[config.mk]
export PLATFORM = sky130hd
export DESIGN_NAME = iie_extender
export DESIGN_NICKNAME = d
export VERILOG_FILES = /design/src/iie_pkg.sv /design/src/iie_latch_if.sv /design/src/iie_extender.sv /design/src/iie_latch_bank.sv
export SDC_FILE = /design/constraint.sdc
export NUM_CORES = 1
export LEC_CHECK = 0
export BUFFER_PORTS_ARGS = -buffer_cell sky130_fd_sc_hd__buf_2
export CAP_MARGIN = 30
export CORE_UTILIZATION = 54
export DETAILED_ROUTE_END_ITERATION = 8
export PLACE_DENSITY = 0.91
export REMOVE_ABC_BUFFERS = 1
export SLEW_MARGIN = 5
export SYNTH_ARGS = -nofsm -noshare
export SYNTH_HDL_FRONTEND = slang
export SYNTH_SLANG_ARGS = --single-unit
[constraint.sdc]
create_clock -name core_clk -period 5.75 [get_ports core_clk]
set_input_delay 0.575 -clock core_clk [delete_from_list [all_inputs] [get_ports core_clk]]
set_output_delay 0.575 -clock core_clk [all_outputs]
set_load 0.03 [all_outputs]
[src/iie_pkg.sv]
/*
 * Package for the I/O interrupt extender: register map, field layout,
 * reset values and sizes shared by the design files.
 * Assumes an APB master with 32-bit data and word-aligned registers.
 */
package iie_pkg;
    localparam int GROUP_LINES = 8;
    localparam int NUM_LINES   = 16;
    localparam int ADDR_W      = 12;
    localparam int DATA_W      = 32;

    // Register byte offsets
    localparam logic [ADDR_W-1:0] OFF_PENDING = 12'h000;
    localparam logic [ADDR_W-1:0] OFF_ENABLE  = 12'h004;
    localparam logic [ADDR_W-1:0] OFF_RESET   = 12'h008;
    localparam logic [ADDR_W-1:0] OFF_ISTAT   = 12'h00C;
    localparam logic [ADDR_W-1:0] OFF_IMASK   = 12'h010;
    localparam logic [ADDR_W-1:0] OFF_IDENT   = 12'h014;
    localparam logic [ADDR_W-1:0] OFF_RAW     = 12'h018;

    // Field positions: data group low byte, service group next byte
    localparam int DATA_LSB = 0;
    localparam int SERV_LSB = 8;

    // Interrupt status bits
    localparam int IST_DATA = 0;
    localparam int IST_SERV = 1;
    localparam int IST_W    = 2;

    // Reset values
    localparam logic [NUM_LINES-1:0] ENABLE_RST = 16'h0000;
    localparam logic [IST_W-1:0]     IMASK_RST  = 2'h0;

    // Arbitrary neutral identity values
    localparam logic [7:0] ORIGIN_ID_DEF = 8'h5A;
    localparam logic [3:0] PRIORITY_DEF  = 4'h3;
endpackage

[src/iie_latch_if.sv]
/*
 * Interface between the extender top and its request latch bank.
 * Assumes one clock shared by both modules.
 */
`timescale 1ns/1ps
interface iie_latch_if #(parameter int N = 16);
    logic [N-1:0] lineIn;
    logic [N-1:0] enable;
    logic [N-1:0] clearMask;
    logic [N-1:0] pending;
    modport ctrl (output lineIn, output enable, output clearMask, input pending);
    modport bank (input lineIn, input enable, input clearMask, output pending);
endinterface

[src/iie_extender.sv]
/*
 * I/O interrupt extender top: sixteen sublevels in two groups of eight
 * (data and service), APB register slave and a level interrupt output.
 * Assumes APB master on core_clk; inputs synchronous to core_clk.
 */
// Implementation choices: the register offsets and register access over APB.
// Behaviour
// - Split data and service into eight sublevels each
// - One shared identifier and priority for all
// - Per-sublevel program enable, sixteen of them
// - Program clears each pending request individually
// - Any group input going true requests
// - Host status input returns pending sublevels
`timescale 1ns/1ps
module iie_extender #(
    parameter int                 GROUP_LINES = iie_pkg::GROUP_LINES,
    parameter logic [7:0]         ORIGIN_ID   = iie_pkg::ORIGIN_ID_DEF, // Arbitrary value
    parameter logic [3:0]         PRIORITY    = iie_pkg::PRIORITY_DEF   // Arbitrary value
) (
    input  wire logic                       core_clk,
    input  wire logic                       rst_n,
    input  wire logic                       psel,
    input  wire logic                       penable,
    input  wire logic                       pwrite,
    input  wire logic [iie_pkg::ADDR_W-1:0] paddr,
    input  wire logic [iie_pkg::DATA_W-1:0] pwdata,
    output logic      [iie_pkg::DATA_W-1:0] prdata,
    output logic                            pready,
    output logic                            pslverr,
    input  wire logic [GROUP_LINES-1:0]     dataLines,
    input  wire logic [GROUP_LINES-1:0]     serviceLines,
    output logic                            dataIrq,
    output logic                            serviceIrq,
    output logic [7:0]                      shared_origin_identifier,
    output logic [3:0]                      groupPriority,
    output logic                            irq
);
    localparam int N = 2 * GROUP_LINES;

    typedef enum logic [1:0] {
        APB_IDLE   = 2'b01,
        APB_ACCESS = 2'b10
    } iie_apb_t;

    iie_latch_if #(.N(N)) lb ();

    iie_apb_t                    apbState;
    iie_apb_t                    next_apbState;
    logic [N-1:0]                enable;
    logic [N-1:0]                next_enable;
    logic [iie_pkg::IST_W-1:0]   istat;
    logic [iie_pkg::IST_W-1:0]   next_istat;
    logic [iie_pkg::IST_W-1:0]   imask;
    logic [iie_pkg::IST_W-1:0]   next_imask;
    logic [iie_pkg::DATA_W-1:0]  rdata;
    logic [iie_pkg::DATA_W-1:0]  next_rdata;
    logic                        err;
    logic                        next_err;
    logic [N-1:0]                clearMask;
    logic [N-1:0]                active;
    logic [iie_pkg::IST_W-1:0]   groupReq;
    logic [iie_pkg::IST_W-1:0]   prevReq;
    logic [iie_pkg::IST_W-1:0]   next_prevReq;
    logic                        wrDone;
    logic                        rdDone;

    // Sixteen lines: data group low, service group high
    assign lb.lineIn    = {serviceLines, dataLines};
    assign lb.enable    = enable;
    assign lb.clearMask = clearMask;

    iie_latch_bank #(.N(N)) u_bank (
        .core_clk (core_clk),
        .rst_n    (rst_n),
        .lb       (lb)
    );

    // Pending kept even when disabled; only the request is gated
    assign active = lb.pending & enable;
    assign groupReq[iie_pkg::IST_DATA] = |active[iie_pkg::DATA_LSB +: GROUP_LINES];
    assign groupReq[iie_pkg::IST_SERV] = |active[iie_pkg::SERV_LSB +: GROUP_LINES];

    // Constant identity shared by every sublevel
    assign shared_origin_identifier = ORIGIN_ID;
    assign groupPriority            = PRIORITY;

    // APB handshake: one wait-free access phase
    assign pready  = (apbState == APB_ACCESS);
    assign prdata  = rdata;
    assign pslverr = err & pready;
    assign wrDone  = psel & penable & pwrite & pready;
    assign rdDone  = psel & penable & !pwrite & pready;

    // Write-one-to-clear of pending requests
    always_comb begin
        clearMask = '0;
        if (wrDone && paddr == iie_pkg::OFF_RESET) begin
            clearMask = pwdata[N-1:0];
        end
    end

    // Bus state, control registers and read data
    always_comb begin
        next_apbState = apbState;
        next_enable   = enable;
        next_imask    = imask;
        next_rdata    = rdata;
        next_err      = err;
        case (apbState)
            APB_IDLE: begin
                if (psel && !penable) begin
                    next_apbState = APB_ACCESS;
                    next_err      = 1'b0;
                    next_rdata    = '0;
                    case (paddr)
                        iie_pkg::OFF_PENDING:
                            next_rdata[N-1:0] = lb.pending;
                        iie_pkg::OFF_ENABLE:
                            next_rdata[N-1:0] = enable;
                        iie_pkg::OFF_RESET: next_rdata = '0;
                        iie_pkg::OFF_ISTAT:
                            next_rdata[iie_pkg::IST_W-1:0] = istat;
                        iie_pkg::OFF_IMASK:
                            next_rdata[iie_pkg::IST_W-1:0] = imask;
                        iie_pkg::OFF_IDENT:
                            next_rdata[11:0] = {PRIORITY, ORIGIN_ID};
                        iie_pkg::OFF_RAW:
                            next_rdata[N-1:0] = lb.lineIn;
                        default: next_err = 1'b1;
                    endcase
                end
            end
            APB_ACCESS: begin
                next_apbState = APB_IDLE;
                if (wrDone && paddr == iie_pkg::OFF_ENABLE) begin
                    next_enable = pwdata[N-1:0];
                end
                if (wrDone && paddr == iie_pkg::OFF_IMASK) begin
                    next_imask = pwdata[iie_pkg::IST_W-1:0];
                end
            end
            default: next_apbState = APB_IDLE;
        endcase
    end

    // Sticky group events; read clears, new event wins
    always_comb begin
        next_prevReq = groupReq;
        next_istat   = istat;
        if (rdDone && paddr == iie_pkg::OFF_ISTAT) begin
            next_istat = '0;
        end
        next_istat = next_istat | (groupReq & ~prevReq);
    end

    always_ff @(posedge core_clk) begin
        if (!rst_n) begin
            apbState <= APB_IDLE;
            enable   <= iie_pkg::ENABLE_RST;
            imask    <= iie_pkg::IMASK_RST;
            rdata    <= '0;
            err      <= 1'b0;
            istat    <= '0;
            prevReq  <= '0;
        end else begin
            apbState <= next_apbState;
            enable   <= next_enable;
            imask    <= next_imask;
            rdata    <= next_rdata;
            err      <= next_err;
            istat    <= next_istat;
            prevReq  <= next_prevReq;
        end
    end

    // Party-line requests follow enabled pending lines
    assign dataIrq    = groupReq[iie_pkg::IST_DATA];
    assign serviceIrq = groupReq[iie_pkg::IST_SERV];
    assign irq        = |(istat & imask);

    a_disabled_quiet: assert property (@(posedge core_clk) disable iff (!rst_n)
        (enable[7:0] == 8'h00) |-> !dataIrq)
        else $error("disabled data group requested");
    a_enable_write: assert property (@(posedge core_clk) disable iff (!rst_n)
        (wrDone && paddr == iie_pkg::OFF_ENABLE) |=> (enable == $past(pwdata[N-1:0])))
        else $error("enable not written");
    a_pending_read: assert property (@(posedge core_clk) disable iff (!rst_n)
        (psel && !penable && !pwrite && paddr == iie_pkg::OFF_PENDING && apbState == APB_IDLE)
        |=> (prdata[N-1:0] == $past(lb.pending) && pready))
        else $error("pending read wrong");
    a_clear_drop: assert property (@(posedge core_clk) disable iff (!rst_n)
        (wrDone && paddr == iie_pkg::OFF_RESET && pwdata[8] && !serviceLines[0])
        ##1 !serviceLines[0] |=> !lb.pending[8])
        else $error("service request not cleared");
    a_edge_request: assert property (@(posedge core_clk) disable iff (!rst_n)
        (serviceLines[2] && !$past(serviceLines[2]) && enable[10]) |-> ##1 serviceIrq)
        else $error("service input did not request");
    a_data_line_map: assert property (@(posedge core_clk) disable iff (!rst_n)
        lb.lineIn[iie_pkg::DATA_LSB +: GROUP_LINES] == dataLines
        && lb.lineIn[iie_pkg::SERV_LSB +: GROUP_LINES] == serviceLines)
        else $error("data group mapping wrong");
    a_ident_const: assert property (@(posedge core_clk) disable iff (!rst_n)
        shared_origin_identifier == ORIGIN_ID && groupPriority == PRIORITY)
        else $error("identity changed");
    a_pending_hold: assert property (@(posedge core_clk) disable iff (!rst_n)
        (lb.pending[1] && clearMask[1] == 1'b0) |=> lb.pending[1])
        else $error("request lost without clear");
endmodule

[src/iie_latch_bank.sv]
/*
 * Bank of sticky request latches, one per sublevel.
 * Assumes inputs synchronous to core_clk; a clear and a new rise in
 * the same cycle keep the request set.
 */
`timescale 1ns/1ps
module iie_latch_bank #(
    parameter int N = 16
) (
    input  wire logic   core_clk,
    input  wire logic   rst_n,
    iie_latch_if.bank   lb
);
    logic [N-1:0] prevIn;
    logic [N-1:0] next_prevIn;
    logic [N-1:0] latched;
    logic [N-1:0] next_latched;

    // Per sublevel: capture a going-true edge, hold until cleared
    for (genvar i = 0; i < N; i++) begin : g_line
        always_comb begin
            next_prevIn[i] = lb.lineIn[i];
            if (lb.lineIn[i] && !prevIn[i]) begin
                next_latched[i] = 1'b1;
            end else if (lb.clearMask[i]) begin
                next_latched[i] = 1'b0;
            end else begin
                next_latched[i] = latched[i];
            end
        end
    end

    always_ff @(posedge core_clk) begin
        if (!rst_n) begin
            prevIn  <= '0;
            latched <= '0;
        end else begin
            prevIn  <= next_prevIn;
            latched <= next_latched;
        end
    end

    assign lb.pending = latched;

    a_clear_only: assert property (@(posedge core_clk) disable iff (!rst_n)
        (lb.clearMask[0] && !(lb.lineIn[0] && !prevIn[0])) |=> !latched[0])
        else $error("cleared request still pending");
    a_edge_latches: assert property (@(posedge core_clk) disable iff (!rst_n)
        (lb.lineIn[3] && !prevIn[3]) |=> latched[3])
        else $error("rising input not held");
endmodule

==> impl_metrics.tcl, run 1 <==
set metrics [dict create \
    cts_max_level 3 \
    drive_above_1_share_pct 24.01 \
    antenna_found_initial 0 \
    ctsLongestPathBuffers 2 \
    hold_viol 0 \
    area_delta_synth_final_pct 12.73 \
    die_h_um 81.01 \
    row_count 28 \
    top_level_ports 114 \
    async_flop_share_pct 0 \
    timing.hold.ws_ns 0.4069 \
    synth_seq_area_share_pct 43.36 \
    cts_buffers 9 \
    avgSynthCellArea_um2 8.621 \
    ant_nets 0 \
    critical_path_arrival_ns 3.05 \
    io_buffers 69 \
    maxSlewViolCount 0 \
    total_power_w 0.001011 \
    clk-insertion-delay-late_ns 0.36 \
    routed_via_density 5.957 \
    synth.distinct_cells 47 \
    synthCells 391 \
    ys_ff_latch 73 \
    wl_per_cell_um 16.74 \
    leakage_nw 1.646 \
    vias 3151 \
    final_min_period_over_clock_period_pct 49.28 \
    cts.repair.resized 0 \
    cts_root_buffer "clkbuf_8" \
    path_cells "buf_2 > nor2_1 > nand4_1 > o311ai_0 > o21ai_0" \
    dp_cells 510 \
    cp_max_fo 21 \
    hp-class "reg2reg" \
    status "completed" \
    period_minus_slack_ns 2.833 \
    rsz0062_at_grt "no" \
    synth_top_flop_cell "dfxtp_1" \
    cp_slowest_cell "nand4_1" \
    synth_warnings 0 \
    drv_cap 0 \
    synth.most_common_cell "dfxtp_1" \
    ir_drop_mv 0.1721 \
    overflow 0 \
    grt_max_degree 40 \
    path_class "in2reg" \
    max_slew_margin_pct 32.71 \
    cts_tree "yes" \
    synth_edf_count 0 \
    clock_sinks 73 \
    die_area_mm2 0.006562 \
    cts_setup_buffers 0 \
    worstMarginPinSlew_ns 1.005 \
    yosysTopAreaCell "dfxtp_1" \
    fin_skew_ns 0.01035 \
    postLayoutCoreUtil_pct 63.80 \
    num_antenna_cells 0 \
    firstDrtPassIters 5 \
    powerDensity_mw_per_mm2 266.1 \
    grt_pass1_vias 2886 \
    fmaxAchievable_ghz 0.3529 \
    critPathCaptureType "register" \
    clkTransAtPathRegs_ns 0.07 \
    worstSetupStartpointType "primary input" \
    drcViolationCount 0 \
    routed_wl_mm 8.855 \
    globalplace.congestion 0.8893 \
    fill_cells 504 \
    syn_area_mm2 0.003371 \
    finalSetupViolCount 0 \
    core_area_mm2 0.005956 \
    grt_pass1_wl_mm 13.69 \
    max_stage_delay_ns 0.84 \
    netlist.area_leader.share_pct 43.36 \
    initialDrtViolationCount 324 \
    final-instance-count-excl-fill 529 \
    nNetsFinal 514 \
    dp_hpwl_mm 5.613 \
    r2r_setup_slack_ns 3.34 \
    start_util_pct 56.60 \
    hold_buffers 0 \
    tns_ns 0 \
    die_x_um 81.01 \
    synth_area_leaders "dfxtp_1 (43%), buf_4 (6.2%), o21ai_0 (6.1%), inv_1 (4.1%), a22oi_1 (4.0%)" \
    yosys-top-cells-count "dfxtp_1 (73), o21ai_0 (41), inv_1 (37), nand2_1 (33), buf_4 (28)" \
    critPathRequiredTime_ns 5.97 \
    grt_usage_pct 27.67 \
]
## cell families after synthesis
family / share of synthesized area (%)
XOR/XNOR: 0.2599
other: 0.2228
flip-flops: 43.36
buffers and inverters: 13.99
multiplexers: 3.341
AO/OA/AOI/OAI: 24.46
AND/OR/NAND/NOR: 14.37
## layout by cell type (no fill, tap or decap), drive strengths merged, types with 16 or more instances in the layout
cell type and count:
a21oi 24, a22oi 18, buf 73, conb 28, dfxtp 73, inv 37, nand2 33, nand3 21
o21ai 53, o311ai 16
## power by group
part / switching [W] / internal, W
clock network: 0.000210 / 0.000159
logic: 0.0000731 / 0.0000343
registers: 0.0000110 / 0.000524
total: 0.000294 / 0.000717
## layer usage
layer,wire (um),vias to the layer above,track usage (%)
li1,-,1453,-
met1,3597,1468,35.58
met2,4041,200,43.19
met3,964,30,8.427
met4,250,0,10.89
met5,0,-,0
## layout make-up
| type | instances | area [um^2] | share of cell area, % |
|---|---|---|---|
| multi-input cells | 255 | 1540 | 40.53 |
| well taps | 75 | 93.84 | 2.470 |
| clock buffers | 9 | 123.9 | 3.260 |
| repair buffers | 73 | 384.1 | 10.11 |
| flip-flops and latches | 73 | 1461 | 38.46 |
| clock inverters | 7 | 57.56 | 1.515 |
| inverters | 37 | 138.9 | 3.655 |
## worst max-delay path: cells and delay by family
family                 cells  cell delay (ns)
AND/OR/NAND/NOR            2             1.43
AO/OA/AOI/OAI              2             0.77
buffers and inverters      1             0.26
## stage by stage
stage                     instance area (um^2)  setup slack [ns]
final                                     3800             2.917
after global routing                      3800             2.783
after CTS                                 3772             3.049
after detailed placement                  3591             2.678
after global placement                    3580             2.782
after floorplan                           3136             3.339
## registers in the layout, summed over array words and instances (netlist names)
signal             cells
prevReq                2
u_bank.lb.pending     16
istat                  2
apbState               2
u_bank.prevIn         16
imask                  2
err                    1
prdata                16
enable                16
## final timing paths
check / from / to / cells past startpoint
hold / removal: u_bank.prevIn[6]$_SDFF_PN0_ / u_bank.lb.pending[6]$_SDFFE_PN0P_ / 1
setup reg to reg: apbState[0]$_SDFFE_PN1P_ / u_bank.lb.pending[4]$_SDFFE_PN0P_ / 4
setup / recovery: paddr[2] / u_bank.lb.pending[4]$_SDFFE_PN0P_ / 5
hold reg to reg: u_bank.prevIn[6]$_SDFF_PN0_ / u_bank.lb.pending[6]$_SDFFE_PN0P_ / 1
No activity file was read; power rests on OpenSTA's default activity.
==> run 2, diff against run 1 <==
--- a/config.mk
+++ b/config.mk
@@ -7,9 +7,9 @@
 export LEC_CHECK = 0
 export BUFFER_PORTS_ARGS = -buffer_cell sky130_fd_sc_hd__buf_2
 export CAP_MARGIN = 30
-export CORE_UTILIZATION = 54
+export CORE_UTILIZATION = 50
 export DETAILED_ROUTE_END_ITERATION = 8
-export PLACE_DENSITY = 0.91
+export PLACE_DENSITY = 0.85
 export REMOVE_ABC_BUFFERS = 1
 export SLEW_MARGIN = 5
 export SYNTH_ARGS = -nofsm -noshare
==> constraint.sdc (replaced) <==
create_clock -name core_clk -period 2.8 [get_ports core_clk]
set_input_delay 0.28 -clock core_clk [delete_from_list [all_inputs] [get_ports core_clk]]
set_output_delay 0.28 -clock core_clk [all_outputs]
set_load 0.03 [all_outputs]
==> run 2 against run 1 <==
Against the previous run: the flow now finishes with violations (DRC); non-clock buffer count increased by 7; count of clock-buffer cells in the layout is 4 higher; highest routed layer unchanged; sequential power grew 110%; largest power group unchanged; worst hold slack got worse by 0.27 ns; via count up 0.35%; wire length shrank 1.4%; cell count rose by 1.7%; combinational power rose by 110%.
==> impl_metrics.tcl, run 2 (synthesized netlist as in run 1, its figures left out) <==
set metrics [dict create \
    grt_max_degree 32 \
    grt_usage_pct 25.31 \
    worstMarginPinSlew_ns 0.8479 \
    drv_cap 0 \
    hp-start "serviceLines[6]" \
    die_h_um 84.11 \
    clock_sinks 73 \
    hold_viol 0 \
    grt_pass1_vias 2919 \
    die_area_mm2 0.007074 \
    drcViolationCount 15 \
    cp_max_fo 25 \
    leakage_nw 1.693 \
    cts.repair.resized 0 \
    clk-insertion-delay-late_ns 0.36 \
    initialDrtViolationCount 342 \
    total_power_w 0.002130 \
    num_antenna_cells 0 \
    r2r-start "apbState[0]$_SDFFE_PN1P_" \
    clkTransAtPathRegs_ns 0.08 \
    hp-class "in2reg" \
    start_util_pct 52.48 \
    cts_buffers 9 \
    row_count 29 \
    hold_buffers 0 \
    globalplace.congestion 0.8803 \
    final-instance-count-excl-fill 538 \
    routed_via_density 5.877 \
    finalSetupViolCount 0 \
    firstDrtPassIters 7 \
    overflow 0 \
    cts_tree "yes" \
    tns_ns 0 \
    cts_root_buffer "clkbuf_8" \
    fin_skew_ns 0.01065 \
    cts_max_level 3 \
    critPathRequiredTime_ns 3.01 \
    antenna_found_initial 0 \
    critPathCaptureType "register" \
    dp_cells 522 \
    period_minus_slack_ns 2.036 \
    final_cell_mix "dfxtp_1 (73), buf_2 (69), o21ai_0 (41)" \
    io_buffers 69 \
    core_area_mm2 0.006422 \
    rsz0062_at_grt "no" \
    path_class "in2reg" \
    wl_per_cell_um 16.23 \
    placed_area_mm2 0.003665 \
    top_level_ports 114 \
    status "finished, violations left" \
    routed_wl_mm 8.734 \
    max_slew_margin_pct 43.47 \
    maxSlewViolCount 0 \
    setup.worst_path.start "paddr[9]" \
    fmaxAchievable_ghz 0.4912 \
    ant_nets 0 \
    grt_pass1_wl_mm 14.01 \
    dp_hpwl_mm 5.930 \
    die_x_um 84.11 \
    final_min_period_over_clock_period_pct 72.70 \
    powerDensity_mw_per_mm2 552.6 \
    area_delta_synth_final_pct 14.33 \
    nNetsFinal 521 \
    cts_setup_buffers 0 \
    critical_path_arrival_ns 2.24 \
    vias 3162 \
    drive_above_1_share_pct 24.51 \
    ctsLongestPathBuffers 2 \
    stdcell_area_mm2 0.003854 \
    ir_drop_mv 0.2713 \
    final_common_cell "dfxtp_1" \
    worstSetupStartpointType "primary input" \
    violations "DRC" \
]
run 2: stage by stage:
| step | hold WS (ns) | setup slack (ns) | util (%) |
|---|---|---|---|
| 5_1_grt | 0.1519 | 0.7349 | 60.00 |
| 3_5_place_dp | 0.3996 | 0.4483 | 57.06 |
| 4_1_cts | 0.1368 | 0.8110 | 60.00 |
| 3_3_place_gp | 0.3922 | 0.5473 | 57.06 |
| 2_1_floorplan | 0.3866 | 0.6839 | - |
| 6_report | 0.1363 | 0.7643 | 60.00 |
run 2: worst paths after layout:
check	to	slack, ns	cells past startpoint
worst max-delay path	enable[10]$_SDFFE_PN0P_	0.76	5
worst min-delay path	u_bank.prevIn[14]$_SDFF_PN0_	0.14	3
worst max register to register	enable[10]$_SDFFE_PN0P_	0.89	4
worst min register to register	u_bank.lb.pending[9]$_SDFFE_PN0P_	0.41	1
run 2: routing by layer:
metal | GRT usage, % | vias up | wire (um)
met3 | 4.748 | 34 | 970
met1 | 33.11 | 1468 | 3508
li1 | - | 1466 | -
met2 | 40.46 | 194 | 3967
met5 | 0 | - | 0
met4 | 11.91 | 0 | 287
run 2: power breakdown:
part	internal, W	total, W	switching (W)
registers	0.00108	0.00110	0.0000234
clock network	0.000434	0.000809	0.000375
logic	0.0000716	0.000220	0.000148
total	0.00158	0.00213	0.000547
run 2: worst max-delay path: stages:
cell and delay, ns:
buf_2 0.10, or4_4 0.61, or3_1 0.77, o21ai_0 0.36
a21oi_1 0.12
run 2: final cells by class:
class	count	area, um^2
timing repair buffer	80	427.9
inverter	37	138.9
fill	552	2569
tap	77	96.34
multi-input combinational	255	1540
sequential	73	1461
clock inverter	3	40.04
clock buffer	13	148.9
